[src/logic/csw_pkg.sv]
// Purpose: shared constants for the cpu supervisor and watchdog block
// Assumes: one free-running 10 MHz clock, analog comparators seen as levels
// Notes: every time is kept in its own unit and converted to clock cycles here
package csw_pkg;

  localparam int CLK_HZ = 10_000_000;
  localparam int CLK_PERIOD_NS = 100;

  // reset stretch after the reset condition clears (typical figure)
  localparam int STRETCH_MS = 200;
  localparam int STRETCH_CYC = (STRETCH_MS * 1_000_000 + CLK_PERIOD_NS - 1) / CLK_PERIOD_NS;

  // default watchdog timeout with the timeout select tied to supply
  localparam real WD_DEFAULT_SEC = 1.6;
  localparam int WD_DEFAULT_CYC = int'(WD_DEFAULT_SEC * CLK_HZ);

  // capacitor-programmed timeout: milliseconds per nanofarad
  localparam real WD_K_5V = 27.0;
  localparam real WD_K_3V = 16.2;
  localparam int WD_K_5V_CYC = int'(WD_K_5V * CLK_HZ / 1000.0);
  localparam int WD_K_3V_CYC = int'(WD_K_3V * CLK_HZ / 1000.0);

  // least width of the warning pulse, rounded up
  localparam int WARN_PULSE_US = 500;
  localparam int WARN_PULSE_CYC = (WARN_PULSE_US * 1000 + CLK_PERIOD_NS - 1) / CLK_PERIOD_NS;

  // lead of the warning pulse over the fault output, rounded up
  localparam int WARN_LEAD_NS = 70;
  localparam int WARN_LEAD_CYC = (WARN_LEAD_NS + CLK_PERIOD_NS - 1) / CLK_PERIOD_NS;

  // manual-reset low to reset asserted (typical figure)
  localparam int MAN_DELAY_US = 12;
  localparam int MAN_DELAY_CYC = (MAN_DELAY_US * 1000 + CLK_PERIOD_NS - 1) / CLK_PERIOD_NS;

  // least hold of the manual-reset input by the driving party
  localparam int MAN_MIN_US = 25;
  localparam int MAN_MIN_CYC = (MAN_MIN_US * 1000 + CLK_PERIOD_NS - 1) / CLK_PERIOD_NS;

  // longest grace for an in-flight chip select, rounded down
  localparam int CS_HOLD_US = 15;
  localparam int CS_HOLD_CYC = (CS_HOLD_US * 1000) / CLK_PERIOD_NS;

  localparam int WD_CNT_W = 40;
  localparam int CAP_W = 16;

  // index of each comparator and pin level in the synchroniser bank
  localparam int SY_SUPPLY_LOW = 0;
  localparam int SY_RSENSE_LOW = 1;
  localparam int SY_MODE_EXT = 2;
  localparam int SY_LOWLINE = 3;
  localparam int SY_LLSENSE_LOW = 4;
  localparam int SY_OVER = 5;
  localparam int SY_TSEL = 6;
  localparam int SY_LOW3V = 7;
  localparam int SY_MAN_N = 8;
  localparam int SY_KICK = 9;
  localparam int SY_CS_N = 10;
  localparam int SY_W = 11;
  localparam logic [SY_W-1:0] SY_RESET_VAL = 11'h500;

  typedef enum logic [1:0] {
    CSW_ST_HOLD = 2'b00,
    CSW_ST_STRETCH = 2'b01,
    CSW_ST_RUN = 2'b10
  } csw_state_e;

endpackage

[src/logic/csw_cs_gate.sv]
// Purpose: chip-select gating that blocks memory selects while reset is held
// Assumes: reset_active and cs_in_n are synchronous levels
// Notes: an access already running when reset strikes gets a short grace
`timescale 1ns/100ps
module csw_cs_gate (
  input wire logic mclk,
  input wire logic rst_n,
  input wire logic reset_active,
  input wire logic cs_in_n,
  output logic cs_out_n
);

  logic rst_prev_reg;
  logic grace_reg;
  logic [7:0] grace_cnt_reg;
  logic rise;
  logic grace_end;

  assign rise = reset_active && !rst_prev_reg;
  assign grace_end = cs_in_n || (grace_cnt_reg == 8'(csw_pkg::CS_HOLD_CYC - 1));

  always_ff @(posedge mclk or negedge rst_n) begin
    if (!rst_n) begin
      rst_prev_reg <= 1'b1;
    end else begin
      rst_prev_reg <= reset_active;
    end
  end

  // grace starts only if the select is low at the moment reset asserts
  always_ff @(posedge mclk or negedge rst_n) begin
    if (!rst_n) begin
      grace_reg <= 1'b0;
      grace_cnt_reg <= 8'h00;
    end else if (rise && !cs_in_n) begin
      grace_reg <= 1'b1; // [RULE_14]
      grace_cnt_reg <= 8'h00;
    end else if (grace_reg && (grace_end || !reset_active)) begin
      grace_reg <= 1'b0; // [RULE_14]
      grace_cnt_reg <= 8'h00;
    end else if (grace_reg) begin
      grace_cnt_reg <= grace_cnt_reg + 8'h01;
    end
  end

  // during reset the input is isolated except for the grace window
  always_ff @(posedge mclk or negedge rst_n) begin
    if (!rst_n) begin
      cs_out_n <= 1'b1;
    end else begin
      cs_out_n <= !(!cs_in_n && (!reset_active || rise ||
                   (grace_reg && !grace_end))); // [RULE_13] [RULE_18]
    end
  end

endmodule

[src/logic/csw_sync.sv]
// Purpose: two-flop synchroniser bank for comparator and pin levels
// Assumes: each bit is an independent level
// Notes: the first stage is read by the second stage only
`timescale 1ns/100ps
module csw_sync (
  input wire logic mclk,
  input wire logic rst_n,
  input wire logic [csw_pkg::SY_W-1:0] d,
  output logic [csw_pkg::SY_W-1:0] q
);

  logic [csw_pkg::SY_W-1:0] meta_reg;

  // reset value matches the idle pin levels so nothing fires on release
  always_ff @(posedge mclk or negedge rst_n) begin
    if (!rst_n) begin
      meta_reg <= csw_pkg::SY_RESET_VAL;
      q <= csw_pkg::SY_RESET_VAL;
    end else begin
      meta_reg <= d;
      q <= meta_reg;
    end
  end

endmodule

[src/logic/csw_top.sv]
// Purpose: microprocessor supervisor: reset generation, watchdog, supply
//          warning, overvoltage flag and chip-select gating
// Assumes: analog comparator results arrive as digital levels; one
//          free-running clock; rst_n is the power-up state
// Notes: stretch, default watchdog and warning pulse counts are top-level parameters so simulation can shorten them
`timescale 1ns/100ps

// What this block does
// RULE_01: reset low when supply low (internal) or reset sense below threshold (external).
// RULE_02: after condition clears, keep reset asserted for the stretch time.
// RULE_03: active-high reset always the exact complement of active-low reset.
// RULE_04: mode sense grounded selects internal mode, raised selects external mode.
// RULE_05: supply warning low on low-line level, per mode.
// RULE_06: overvoltage flag low while sense high; touches nothing else.
// RULE_07: timeout select tied high gives the default watchdog timeout.
// RULE_08: capacitor timeout scales with nanofarads, factor 27 at 5V, 16.2 at 3V.
// RULE_09: fault output low once kick holds one level past the timeout.
// RULE_10: fault output returns high at the next kick transition.
// RULE_11: warning pulse low for at least its minimum width on timeout.
// RULE_12: warning pulse starts ahead of the fault output falling.
// RULE_13: gated select low only while select input low and reset not asserted.
// RULE_14: select low at reset assertion stays low for grace or until it rises.
// RULE_15: manual reset held low long enough asserts reset after a short delay.
// RULE_16: reset held while manual reset low; stretch starts after it rises.
// RULE_17: manual reset active when low; undriven input reads as inactive high.
// RULE_18: during reset counters clear, watchdog outputs high, select gated high.
// RULE_19: in internal mode supply warning asserts no later than reset.
// RULE_20: intervals are clock counts set by parameters; levels are synchronised.
// RULE_21: watchdog count restarts on every kick edge and on reset release.
module csw_top #(
  parameter int STRETCH_CYC = csw_pkg::STRETCH_CYC,
  parameter int WD_DEFAULT_CYC = csw_pkg::WD_DEFAULT_CYC,
  parameter int WARN_PULSE_CYC = csw_pkg::WARN_PULSE_CYC
) (
  input wire logic mclk,
  input wire logic rst_n,
  input wire logic supply_below_thr,
  input wire logic reset_sense_below,
  input wire logic mode_sense_raised,
  input wire logic lowline_level,
  input wire logic supply_warning_sense,
  input wire logic overvoltage_sense,
  input wire logic timeout_select,
  input wire logic [csw_pkg::CAP_W-1:0] timeout_cap_nf,
  input wire logic supply_is_3v,
  input wire logic manual_reset_n,
  input wire logic manual_reset_driven,
  input wire logic watchdog_kick,
  input wire logic chip_sel_in_n,
  output logic reset_n,
  output logic reset_hi,
  output logic supply_warning_n,
  output logic overvoltage_flag_n,
  output logic watchdog_fault_n,
  output logic watchdog_warn_pulse_n,
  output logic chip_sel_out_n
);

  // capacitor-programmed timeout in cycles, never below one cycle
  function automatic logic [csw_pkg::WD_CNT_W-1:0] cap_limit(
    input logic [csw_pkg::CAP_W-1:0] nf,
    input logic low3v
  );
    logic [csw_pkg::WD_CNT_W-1:0] per_nf;
    logic [csw_pkg::WD_CNT_W-1:0] prod;
    per_nf = low3v ? csw_pkg::WD_CNT_W'(csw_pkg::WD_K_3V_CYC)
                   : csw_pkg::WD_CNT_W'(csw_pkg::WD_K_5V_CYC);
    prod = csw_pkg::WD_CNT_W'(nf) * per_nf; // [RULE_08]
    if (prod == '0) begin
      prod = csw_pkg::WD_CNT_W'(1);
    end
    return prod;
  endfunction

  logic [csw_pkg::SY_W-1:0] raw;
  logic [csw_pkg::SY_W-1:0] sy;
  logic man_level_n;

  // weak pull-up: a floating manual reset reads as inactive
  assign man_level_n = manual_reset_driven ? manual_reset_n : 1'b1; // [RULE_17]

  always_comb begin
    raw = '0;
    raw[csw_pkg::SY_SUPPLY_LOW] = supply_below_thr;
    raw[csw_pkg::SY_RSENSE_LOW] = reset_sense_below;
    raw[csw_pkg::SY_MODE_EXT] = mode_sense_raised;
    raw[csw_pkg::SY_LOWLINE] = lowline_level;
    raw[csw_pkg::SY_LLSENSE_LOW] = supply_warning_sense;
    raw[csw_pkg::SY_OVER] = overvoltage_sense;
    raw[csw_pkg::SY_TSEL] = timeout_select;
    raw[csw_pkg::SY_LOW3V] = supply_is_3v;
    raw[csw_pkg::SY_MAN_N] = man_level_n;
    raw[csw_pkg::SY_KICK] = watchdog_kick;
    raw[csw_pkg::SY_CS_N] = chip_sel_in_n;
  end

  csw_sync u_sync (
    .mclk(mclk),
    .rst_n(rst_n),
    .d(raw),
    .q(sy) // [RULE_20]
  );

  logic mode_ext;
  logic supply_cond;
  logic kick_s;

  assign mode_ext = sy[csw_pkg::SY_MODE_EXT]; // [RULE_04]
  assign supply_cond = mode_ext ? sy[csw_pkg::SY_RSENSE_LOW]
                                : sy[csw_pkg::SY_SUPPLY_LOW]; // [RULE_01]
  assign kick_s = sy[csw_pkg::SY_KICK];

  // manual reset: qualify the low level for the propagation delay first
  logic [7:0] man_cnt_reg;
  logic man_taken;

  assign man_taken = (man_cnt_reg == 8'(csw_pkg::MAN_DELAY_CYC));

  // short glitches below the delay never reach reset; the far side holds
  // the input for at least MAN_MIN_CYC, well beyond the delay
  always_ff @(posedge mclk or negedge rst_n) begin
    if (!rst_n) begin
      man_cnt_reg <= 8'h00;
    end else if (sy[csw_pkg::SY_MAN_N]) begin
      man_cnt_reg <= 8'h00; // [RULE_16]
    end else if (!man_taken) begin
      man_cnt_reg <= man_cnt_reg + 8'h01; // [RULE_15]
    end
  end

  // reset sequencer
  csw_pkg::csw_state_e state_reg;
  csw_pkg::csw_state_e state_next;
  logic [31:0] stretch_cnt_reg;
  logic rst_cond;
  logic stretch_done;

  assign rst_cond = supply_cond || man_taken; // [RULE_01] [RULE_16]
  assign stretch_done = (stretch_cnt_reg == 32'(STRETCH_CYC - 1));

  always_comb begin
    state_next = state_reg;
    unique case (state_reg)
      csw_pkg::CSW_ST_HOLD: begin
        if (!rst_cond) begin
          state_next = csw_pkg::CSW_ST_STRETCH;
        end
      end
      csw_pkg::CSW_ST_STRETCH: begin
        if (rst_cond) begin
          state_next = csw_pkg::CSW_ST_HOLD;
        end else if (stretch_done) begin
          state_next = csw_pkg::CSW_ST_RUN; // [RULE_02]
        end
      end
      csw_pkg::CSW_ST_RUN: begin
        if (rst_cond) begin
          state_next = csw_pkg::CSW_ST_HOLD;
        end
      end
      default: begin
        state_next = csw_pkg::CSW_ST_HOLD;
      end
    endcase
  end

  always_ff @(posedge mclk or negedge rst_n) begin
    if (!rst_n) begin
      state_reg <= csw_pkg::CSW_ST_HOLD;
    end else begin
      state_reg <= state_next;
    end
  end

  always_ff @(posedge mclk or negedge rst_n) begin
    if (!rst_n) begin
      stretch_cnt_reg <= 32'h0000_0000;
    end else if (state_reg == csw_pkg::CSW_ST_STRETCH && !rst_cond) begin
      stretch_cnt_reg <= stretch_cnt_reg + 32'h0000_0001; // [RULE_02]
    end else begin
      stretch_cnt_reg <= 32'h0000_0000;
    end
  end

  // both polarities come from the same next state, so they never disagree
  always_ff @(posedge mclk or negedge rst_n) begin
    if (!rst_n) begin
      reset_n <= 1'b0;
      reset_hi <= 1'b1;
    end else begin
      reset_n <= (state_next == csw_pkg::CSW_ST_RUN); // [RULE_01]
      reset_hi <= (state_next != csw_pkg::CSW_ST_RUN); // [RULE_03]
    end
  end

  // supply warning and overvoltage flag
  always_ff @(posedge mclk or negedge rst_n) begin
    if (!rst_n) begin
      supply_warning_n <= 1'b1;
    end else if (mode_ext) begin
      supply_warning_n <= !sy[csw_pkg::SY_LLSENSE_LOW]; // [RULE_05]
    end else begin
      // the reset comparator also pulls the warning so it never trails reset
      supply_warning_n <= !(sy[csw_pkg::SY_LOWLINE] ||
                            sy[csw_pkg::SY_SUPPLY_LOW]); // [RULE_05] [RULE_19]
    end
  end

  // uncommitted comparator, deliberately wired to nothing else
  always_ff @(posedge mclk or negedge rst_n) begin
    if (!rst_n) begin
      overvoltage_flag_n <= 1'b1;
    end else begin
      overvoltage_flag_n <= !sy[csw_pkg::SY_OVER]; // [RULE_06]
    end
  end

  // watchdog
  logic kick_prev_reg;
  logic kick_edge;
  logic running;
  logic [csw_pkg::WD_CNT_W-1:0] wd_cnt_reg;
  logic [csw_pkg::WD_CNT_W-1:0] wd_limit;
  logic [csw_pkg::CAP_W-1:0] cap_reg;
  logic wd_hit;
  logic pend_reg;
  logic [3:0] lead_cnt_reg;
  logic lead_done;
  logic faulted;
  logic [15:0] warn_cnt_reg;

  assign running = reset_n;
  assign kick_edge = kick_s ^ kick_prev_reg;
  assign wd_limit = sy[csw_pkg::SY_TSEL] ? csw_pkg::WD_CNT_W'(WD_DEFAULT_CYC) // [RULE_07]
                                         : cap_limit(cap_reg, sy[csw_pkg::SY_LOW3V]);
  assign faulted = pend_reg || !watchdog_fault_n;
  assign wd_hit = running && !faulted && !kick_edge &&
                  (wd_cnt_reg >= wd_limit - csw_pkg::WD_CNT_W'(1)); // [RULE_09]
  assign lead_done = (lead_cnt_reg == 4'(csw_pkg::WARN_LEAD_CYC - 1));

  // capacitor value is quasi-static strap data, a single register is enough
  always_ff @(posedge mclk or negedge rst_n) begin
    if (!rst_n) begin
      cap_reg <= '0;
      kick_prev_reg <= 1'b0;
    end else begin
      cap_reg <= timeout_cap_nf;
      kick_prev_reg <= kick_s;
    end
  end

  // count held at zero while faulted; the next kick edge restarts it
  always_ff @(posedge mclk or negedge rst_n) begin
    if (!rst_n) begin
      wd_cnt_reg <= '0;
    end else if (!running || kick_edge || faulted || wd_hit) begin
      wd_cnt_reg <= '0; // [RULE_18] [RULE_21]
    end else begin
      wd_cnt_reg <= wd_cnt_reg + csw_pkg::WD_CNT_W'(1);
    end
  end

  // warning pulse leads the fault by WARN_LEAD_CYC cycles
  always_ff @(posedge mclk or negedge rst_n) begin
    if (!rst_n) begin
      pend_reg <= 1'b0;
      lead_cnt_reg <= 4'h0;
      watchdog_fault_n <= 1'b1;
    end else if (!running) begin
      pend_reg <= 1'b0; // [RULE_18]
      lead_cnt_reg <= 4'h0;
      watchdog_fault_n <= 1'b1;
    end else if (kick_edge) begin
      pend_reg <= 1'b0;
      lead_cnt_reg <= 4'h0;
      watchdog_fault_n <= 1'b1; // [RULE_10]
    end else if (wd_hit) begin
      pend_reg <= 1'b1;
      lead_cnt_reg <= 4'h0;
    end else if (pend_reg && lead_done) begin
      pend_reg <= 1'b0;
      watchdog_fault_n <= 1'b0; // [RULE_09] [RULE_12]
    end else if (pend_reg) begin
      lead_cnt_reg <= lead_cnt_reg + 4'h1;
    end
  end

  // pulse runs its full width even if the processor recovers meanwhile
  always_ff @(posedge mclk or negedge rst_n) begin
    if (!rst_n) begin
      watchdog_warn_pulse_n <= 1'b1;
      warn_cnt_reg <= 16'h0000;
    end else if (!running) begin
      watchdog_warn_pulse_n <= 1'b1; // [RULE_18]
      warn_cnt_reg <= 16'h0000;
    end else if (wd_hit) begin
      watchdog_warn_pulse_n <= 1'b0; // [RULE_11] [RULE_12]
      warn_cnt_reg <= 16'h0000;
    end else if (!watchdog_warn_pulse_n) begin
      if (warn_cnt_reg == 16'(WARN_PULSE_CYC - 1)) begin
        watchdog_warn_pulse_n <= 1'b1; // [RULE_11]
      end else begin
        warn_cnt_reg <= warn_cnt_reg + 16'h0001;
      end
    end
  end

  // chip-select gating
  csw_cs_gate u_cs_gate (
    .mclk(mclk),
    .rst_n(rst_n),
    .reset_active(!reset_n),
    .cs_in_n(sy[csw_pkg::SY_CS_N]),
    .cs_out_n(chip_sel_out_n) // [RULE_13] [RULE_14]
  );

endmodule

[config.mk]
export PLATFORM = sky130hd
export DESIGN_NAME = csw_top
export DESIGN_NICKNAME = d
export VERILOG_FILES = /design/src/logic/csw_pkg.sv /design/src/logic/csw_cs_gate.sv /design/src/logic/csw_sync.sv /design/src/logic/csw_top.sv
export SDC_FILE = /design/constraint.sdc
export NUM_CORES = 1
export LEC_CHECK = 0
export ABC_AREA = 1
export BUFFER_PORTS_ARGS = -buffer_cell sky130_fd_sc_hd__buf_2
export CORE_UTILIZATION = 35
export DETAILED_ROUTE_END_ITERATION = 12
export GPL_TIMING_DRIVEN = 0
export PLACE_DENSITY = 0.53
export SYNTH_ARGS = -nofsm -noshare
export SYNTH_HDL_FRONTEND = slang
export SYNTH_SLANG_ARGS = --single-unit
export TNS_END_PERCENT = 30
[constraint.sdc]
create_clock -name mclk -period 8.4 [get_ports mclk]
set_clock_uncertainty 0.1 [all_clocks]
set_input_delay 0.42 -clock mclk [delete_from_list [all_inputs] [get_ports mclk]]
set_output_delay 0.42 -clock mclk [all_outputs]
set_load 0.01 [all_outputs]
=== After elaboration in Yosys (flattened, before gate mapping) ===
Index checks and enable logic that the tools add are counted.

* Word-level logic and storage cells: 127
* Input port bits: 30
* Bits in registers: 159
* Output and inout port bits: 7

* $add $sub $neg: 7
* Multipliers: 1
* Order comparisons: 1
* Reductions and logical operators: 40
* Bitwise gates (word level): 1
* Eq/ne operators: 16
* Muxes and demuxes: 40

{| class="wikitable"
|+ Operator list
! kind !! number
|-
| $mux 40 || 3
|-
| $mux 16 || 4
|-
| $add 40x1->40 const B || 1
|-
| $ge 40x40->1 || 1
|-
| $logic_not 40->1 || 1
|-
| $mux 8 || 5
|-
| $sub 40x1->40 const B || 1
|-
| $mul 16x19->35 || 1
|-
| $add 32x1->32 const B || 1
|-
| $eq 32x21->1 const B || 1
|-
| $mux 32 || 1
|-
| $mux 4 || 5
|-
| $mux 19 || 1
|-
| $add 16x1->16 const B || 1
|-
| $add 8x1->8 const B || 2
|-
| $eq 16x13->1 const B || 1
|-
| $mux 1 || 16
|-
| $logic_not 1->1 || 12
|-
| $logic_and 1x1->1 || 10
|-
| $logic_or 1x1->1 || 10
|-
| $eq 8x7->1 const B || 1
|-
| $eq 8x8->1 const B || 1
|-
| $mux 2 || 4
|-
| $ne 4x1->1 const B || 2
|-
| 16 further kinds || 20
|}

=== Logic depth before layout (Yosys ltp) ===
Gate-level depths: netlist of the first run.

* Word-level depth: 11
* Depth in mapped cells: 54

=== By module ===
From an unflattened synthesis of the first run, not the netlist that was laid out.

* Cells, all modules: 2267
* Area, all modules: 16905.0 µm²

{| class="wikitable"
|+ By module, submodules not included
! module !! seq. area each (µm²) !! instances !! cells an instance !! area an instance (µm²)
|-
| csw_top || 3159.3 || 1 || 2159 || 15701.3
|-
| csw_cs_gate || 277.8 || 1 || 86 || 648.1
|-
| csw_sync || 555.5 || 1 || 22 || 555.5
|}

=== Least setup slack after synthesis of the first run ===
Ideal clock, no wire load.

* Path kind: reg2reg
* From: register u_sync.q[7] (netlist name)
* To: register wd_cnt_reg[23] (netlist name)
* Data arrival time: 8.091 ns
* Path buffers: 4
* Library setup time: 0.131 ns
* Stages on the path, launching flop included: 50
* Clock period less this slack: 8.321 ns
* Setup slack: 0.079 ns
* Cells stage by stage: dfrtp_1 > clkbuf_1 > buf_1 > nor2_1 > inv_1 > fa_1 > inv_1 > fa_1 > inv_1 > fa_1 > inv_1 > fa_1 > fa_1 > inv_1 > fa_1 > inv_1 > ha_1 > nand2_1 > (+14 left out) > nand3_2 > nor2_2 > nand3_1 > nor2_1 > nand2_1 > ha_1 > nand2_1 > inv_1 > nand3_1 > nor3_1 > and2_1 > nand3_1 > nand4_1 > nand2_1 > nand2_1 > clkbuf_1 > buf_1 > nor2_1

* Cells in the longest elaborated chain, start to end: 10

{| class="wikitable"
|+ Ends and longest elaborated chain
! item !! line !! text
|-
| start: declaration || csw_sync.sv:9 || <nowiki>output logic [csw_pkg::SY_W-1:0] q</nowiki>
|-
| start signal: assignment || csw_sync.sv:18 || <nowiki>q <= csw_pkg::SY_RESET_VAL;</nowiki>
|-
| start signal: assignment || csw_sync.sv:21 || <nowiki>q <= meta_reg;</nowiki>
|-
| $mux 19 (*) || csw_top.sv:66 || <nowiki>per_nf = low3v ? csw_pkg::WD_CNT_W'(csw_pkg::WD_K_3V_CYC)</nowiki>
|-
| $mul 16x19->35 (*) || csw_top.sv:68 || <nowiki>prod = csw_pkg::WD_CNT_W'(nf) * per_nf;</nowiki>
|-
| $logic_not 40->1 || csw_top.sv:69 || <nowiki>if (prod == '0) begin</nowiki>
|-
| $mux 40 (*) || csw_top.sv:69 ||
|-
| $mux 40 (*) || csw_top.sv:234 || <nowiki>assign wd_limit = sy[csw_pkg::SY_TSEL] ? csw_pkg::WD_CNT_W'(WD_DEFAULT_CYC)</nowiki>
|-
| $sub 40x1->40 (*) || csw_top.sv:238 || <nowiki>(wd_cnt_reg >= wd_limit - csw_pkg::WD_CNT_W'(1));</nowiki>
|-
| $ge 40x40->1 (*) || csw_top.sv:238 ||
|-
| $logic_and 1x1->1 (*) || csw_top.sv:237 || <nowiki>assign wd_hit = running && !faulted && !kick_edge &&</nowiki>
|-
| $logic_or 1x1->1 (*) || csw_top.sv:256 || <nowiki>end else if (!running || kick_edge || faulted || wd_hit) begin</nowiki>
|-
| $mux 40 (*) || csw_top.sv:256 ||
|-
| end signal: assignment || csw_top.sv:259 || <nowiki>wd_cnt_reg <= wd_cnt_reg + csw_pkg::WD_CNT_W'(1);</nowiki>
|-
| end: declaration || csw_top.sv:222 || <nowiki>logic [csw_pkg::WD_CNT_W-1:0] wd_cnt_reg;</nowiki>
|}

Mark *: on every way between the ends. The rest lies on a longest branch, timed or not.
A chain may end at the register's enable or synchronous reset.

=== Worst setup path in the final report of the first run ===
* From: register u_sync.q[7] (netlist name)
* To: register wd_cnt_reg[20] (netlist name)

Same word-level chain as after synthesis.

==> metrics.yaml, run 1 <==
placement:
  dp.final_hpwl_microns: 33500
  routabilityCongestion: 0.878
  placed_cell_area_sq_mm: 0.0175
  port_buffers: 36
synth:
  synthCells: 2173
  avgSynthCellArea_sq_um: 7.57
  synth_warnings: 0
  synth_edf_count: 0
  yosys.cell_types.count: 47
  synth-seq-cells: 159
  synthFlopType: "dfrtp_1"
  seq_area_frac_synth_pct: 24.3
  syn_area_sq_mm: 0.0165
  async_reset_ff_share_pct: 100
die:
  initial_core_util_pct: 35.4
  dieArea_sq_mm: 0.0479
  die_w_microns: 219
  io-pin-count: 37
  rows: 79
  die_h_microns: 219
  core_sq_mm: 0.0465
route:
  finalWirelength_microns: 42600
  wl_per_cell_microns: 14.4
  drtIter0Drc: 794
  vias: 14200
  drc: 0
  ant_nets: 0
  first_pass_iters: 7
  via_per_inst: 4.81
sta:
  worst_slew_margin_rel_pct: 52.3
  setup_tns_ps: -17390
  final.min_clock_period_ps: 8780
  slew_viol_final: 0
  finalCritPeriodShare_pct: 105
  final-hold-violation-count: 0
  rsz0062_at_grt: "true"
  tightest_slew_ps: 713
  setup-violations-final: 62
  fmax_mhz: 114
  setup_ws_ps: -380
clocking:
  cts_buffers: 17
  clk_latency_ps: 480
  clkTransAtPathRegs_ps: 70
  cts_root_buffer: "clkbuf_16"
  cts.sinks: 159
  clockBufferDepth: 2
  cts_tree: "done"
  cts_max_level: 4
layout:
  fin_nets: 2676
  n_antenna_cell: 0
  fin_area_sq_mm: 0.0205
  synthToLayoutAreaGrowth_pct: 24.8
  largest_register_ffs: 40
  final_util_pct: 44.2
  drive_gt1_share_pct: 19.4
  fillers: 4641
run_status:
  violations: "setup timing"
  status: "finished with violations"
global_route:
  grt_antenna_before_repair: 1
  grt_max_degree: 118
  grt_pass1_vias: 14200
  overflow: 0
  grt_use_total_pct: 18.8
  grt_pass1_wl_microns: 70600
critical_path:
  path_delay_family: "adder cells"
  start_kind: "register"
  critPathMostFrequentCell: "inv_2"
  cp-end-kind: "register"
  worstPathRequired_ps: 8710
  cp_slowest_stage_delay_ps: 580
  path_max_fanout: 7
  crit_buf_inv: 15
  r2r_slack_ps: -380
  critPathArrivalTime_ps: 9090
  cp_slowest_cell: "dfrtp_4"
  critPathKind: "register to register"
hold_path:
  hp-class: "input port to register"
run:
  maxCapViolCount: 0
[worst reg2reg max path, delay by kind of cell (launching register included)]
kind	cells	cell delay, ps
compound gates	2	410
fa+ha+maj	9	3750
buf+inv	15	1490
flops	1	580
simple gates	21	2380
[worst paths after layout]
path	startpoint	to	depth (start not counted)
worst max-delay path	u_sync.q[7]	wd_cnt_reg[20]	47
worst min-delay path	manual_reset_n	u_sync.meta_reg[8]	3
worst max register to register	u_sync.q[7]	wd_cnt_reg[20]	47
worst min register to register	u_sync.meta_reg[1]	u_sync.q[1]	0
max in group asynchronous	rst_n	u_sync.q[7]	3
min in group asynchronous	rst_n	wd_cnt_reg[9]	2
[per-layer routing]
metal	GRT usage [%]	vias to the layer above	routed length, microns
met2	31.0	212	20300
li1	-	7160	-
met5	0	-	18
met4	4.54	2	505
met3	3.22	29	1640
met1	25.5	6830	20100
[cells in the final DEF, fill, tap and decap left out, drive strengths merged, types with 2 or more instances in the layout]
cell type / n
conb: 12
nand3b: 6
o22ai: 21
a221oi: 3
buf: 114
dfstp: 11
clkbuf: 34
nand2: 442
a31oi: 4
nand4: 59
o21ai: 59
nor4: 21
o21bai: 5
inv: 482
dfrtp: 148
o211ai: 3
nor3b: 5
o21a: 2
dlygate4sd3: 28
and2: 3
clkinv: 8
xnor2: 14
xor2: 46
or2: 8
nor3: 68
ha: 183
fa: 124
nand3: 119
a21oi: 68
nor2: 244
[cell type report]
type	count	area, sq um	area share (%)
Multi-Input combinational cell	1525	11900	58.2
Timing Repair Buffer	138	1150	5.62
Tap cell	607	759	3.70
Sequential cell	159	4000	19.5
Inverter	476	1800	8.78
Clock buffer	17	425	2.07
Buffer	22	235	1.15
Clock inverter	15	213	1.04
[Yosys cell counts (all sizes together) (2+ instances only)]
| library cell | number | share of area (%) |
|---|---|---|
| o21a | 2 | 0.091 |
| xnor2 | 14 | 0.75 |
| o21bai | 5 | 0.23 |
| and2 | 3 | 0.11 |
| a221oi | 3 | 0.16 |
| o22ai | 21 | 0.80 |
| a31oi | 4 | 0.15 |
| nand3b | 6 | 0.27 |
| nor3b | 5 | 0.23 |
| dfstp | 11 | 1.8 |
| buf | 4 | 0.14 |
| nor2 | 244 | 5.9 |
| clkbuf | 19 | 0.43 |
| fa | 124 | 15 |
| conb | 2 | 0.046 |
| nor4 | 21 | 0.93 |
| ha | 183 | 14 |
| nand3 | 119 | 3.8 |
| o21ai | 59 | 1.8 |
| nand2 | 442 | 10 |
| or2 | 8 | 0.30 |
| nand4 | 59 | 2.3 |
| inv | 475 | 11 |
| o211ai | 3 | 0.14 |
| dfrtp | 148 | 23 |
| a21oi | 68 | 2.1 |
| xor2 | 46 | 2.4 |
| nor3 | 68 | 2.1 |
[through the flow]
stage               hold WS [ps]  instances  setup slack [ps]
global route                43.6       2959              -705
finish                      38.8       2959              -380
global placement             232       2826             -2350
CTS                         1.57       2937              -343
floorplan                   24.4       2183              78.7
detailed placement           235       2827             -2450
[cell families (layout without fill, tap and decap cells)]
family / after synthesis / count (layout) / synth area share [%]
DFF: 159 / 159 / 24.3
other: 2 / 12 / 0.0457
xor gates and xnor gates: 60 / 60 / 3.19
muxes: 1 / 1 / 0.0608
and+or+nand+nor: 976 / 976 / 26.4
AOI/OAI and AO/OA: 169 / 169 / 5.64
buffers and inverters: 499 / 668 / 11.4
adders and majority gates: 307 / 307 / 29.0
[timing repair]
| item | CTS | global route |
|---|---|---|
| pin swaps | 78 | 97 |
| resized for setup | 220 | 177 |
| setup buffers | 45 | 22 |
| setup endpoints to repair | 62 | 62 |
| gates cloned | 6 | 0 |
| hold buffers | 28 | 0 |
| hold endpoints to repair | 69 | 0 |
Power of run 1 is left out: the tool's default activity adds up to more than one toggle a clock period on the data nets, which glitch-free logic cannot reach.
==> run 2, diff against run 1 <==
--- a/config.mk
+++ b/config.mk
@@ -10,7 +10,9 @@
 export CORE_UTILIZATION = 35
 export DETAILED_ROUTE_END_ITERATION = 12
 export GPL_TIMING_DRIVEN = 0
+export MAX_ROUTING_LAYER = met4
 export PLACE_DENSITY = 0.53
+export SKIP_CTS_REPAIR_TIMING = 1
 export SYNTH_ARGS = -nofsm -noshare
 export SYNTH_HDL_FRONTEND = slang
 export SYNTH_SLANG_ARGS = --single-unit
==> metrics.yaml, run 2 (synthesized netlist as in run 1, its figures left out) <==
sta:
  worst_slew_margin_rel_pct: 55.7  # +3.4 points
  tightest_slew_ps: 659  # -53.6 ps
  finalCritPeriodShare_pct: 106  # +1.3 points
  final-hold-violation-count: 0  # unchanged
  setup_ws_ps: -491  # -111 ps
  fmax_mhz: 112  # -1.2%
  rsz0062_at_grt: "true"
  final.min_clock_period_ps: 8890  # +111 ps
  slew_viol_final: 0  # unchanged
  setup-violations-final: 62  # unchanged
route:
  ant_nets: 0  # unchanged
  wl_per_cell_microns: 14.4  # +0.11%
  drc: 0  # unchanged
  via_per_inst: 4.79  # -0.47%
  first_pass_iters: 5  # -2
  vias: 14100  # -0.98%
  drtIter0Drc: 723  # -8.9%
  finalWirelength_microns: 42400  # -0.40%
global_route:
  grt_pass1_wl_microns: 67700  # -4.2%
  grt_pass1_vias: 13600  # -4.1%
  grt_antenna_before_repair: 0  # -1
  grt_use_total_pct: 18.5  # -0.23 points
  overflow: 0  # unchanged
  grt_max_degree: 106  # -10%
clocking:
  clkTransAtPathRegs_ps: 80  # about the same
  clockBufferDepth: 2  # unchanged
  cts_max_level: 4  # unchanged
  cts_tree: "done"
  cts_root_buffer: "clkbuf_16"
  clk_latency_ps: 480  # about the same
  cts.sinks: 159  # unchanged
  cts_buffers: 17  # unchanged
critical_path:
  critPathKind: "register to register"
  rr_startpoint: "u_sync.q[7]"
  critPathArrivalTime_ps: 9200  # +110 ps
  cp_slowest_cell: "dfrtp_4"
  r2r_cells: 45  # -4.3%
  path_max_fanout: 8  # +1
  cp_slowest_stage_delay_ps: 590  # about the same
  critPathMostFrequentCell: "fa_1"
  cp-end-kind: "register"
  worstPathRequired_ps: 8700  # about the same
  r2r_slack_ps: -490  # -110 ps
  start_kind: "register"
  reg2reg_to: "warn_cnt_reg[10]"
hold_path:
  hold_path_end: "u_sync.meta_reg[8]"
  min_path_cells: 3  # unchanged
  hp-class: "input port to register"
  hold_start: "manual_reset_n"
layout:
  largest_register_ffs: 40  # unchanged
  synthToLayoutAreaGrowth_pct: 22.4
  fillers: 4703  # +1.3%
  fin_nets: 2661  # -0.56%
  layout_common_cells: "449 x inv_1, 387 x nand2_1, 171 x nor2_1"
  drive_gt1_share_pct: 17.2  # -2.2 points
  n_antenna_cell: 0  # unchanged
  final_util_pct: 43.3  # -0.87 points
  final_common_cell: "inv_1"
placement:
  port_buffers: 36  # unchanged
  routabilityCongestion: 0.888  # +1.2%
  dp.final_hpwl_microns: 33600  # +0.30%
die:
  rows: 79  # unchanged
  core_sq_mm: 0.0465  # unchanged
  io-pin-count: 37  # unchanged
  dieArea_sq_mm: 0.0479  # unchanged
  die_h_microns: 219  # unchanged
  initial_core_util_pct: 35.4  # unchanged
  die_w_microns: 219  # unchanged
run_status:
  status: "finished with violations"
  violations: "setup timing"
run:
  maxCapViolCount: 0  # unchanged
[run 2: cell count changes in the layout (fill, tap and decap cells not counted), moves of 6 or more]
cell,before,now
buf_12,1,7
buf_4,57,44
nand2_1,371,387
nand2_2,50,42
nand2_4,18,12
[run 2: worst max path at each step]
stage | start | to | slack [ps] | cells after the start
CTS | u_sync.q[7] | wd_cnt_reg[22] | -2570 | 47
global placement | u_sync.q[7] | wd_cnt_reg[22] | -2440 | 42
global route | u_sync.q[7] | warn_cnt_reg[10] | -890 | 43
detailed placement | u_sync.q[7] | wd_cnt_reg[11] | -2500 | 47
finish | u_sync.q[7] | warn_cnt_reg[10] | -490 | 45
floorplan | u_sync.q[7] | wd_cnt_reg[23] | 80 | 49
[run 2: layout make-up]
class	instances	area, sq um	share of cell area [%]
buffer	22	221	1.10
clock buffer	17	425	2.11
clock inverter	15	159	0.789
inverter	476	1790	8.91
multi-input combinational	1525	11700	58.1
sequential	159	4000	19.9
tap	607	759	3.77
timing repair buffer	123	1080	5.35
[run 2: worst max-delay path: cells and delay by family (launching register included)]
family / cells / cell delay, ps
DFF: 1 / 590
adders and majority gates: 8 / 3750
and+or+nand+nor: 23 / 2940
AOI/OAI and AO/OA: 2 / 270
buffers and inverters: 12 / 1100
[run 2: metal layers]
metal  wire length (microns)  part of all wire, %  GRT usage, %
met4                     620                  1.5          4.79
met3                    1410                  3.3          2.81
met2                   19800                   47          29.3
met1                   20600                   49          24.7
met5                       0                    0             -
[run 2: metrics by stage]
step | cells | setup TNS, ps | worst slack, ps | cell area [sq um] | hold slack [ps]
2_1_floorplan | 2183 | 0 | 78.7 | 16500 | 24.4
6_report | 2944 | -20440 | -491 | 20100 | 40.2
3_5_place_dp | 2827 | -130610 | -2500 | 17500 | 235
3_3_place_gp | 2826 | -128830 | -2440 | 17400 | 232
5_1_grt | 2944 | -44280 | -888 | 20100 | 24.4
4_1_cts | 2859 | -134730 | -2570 | 18000 | -237
Power of run 2 is left out for the same reason.
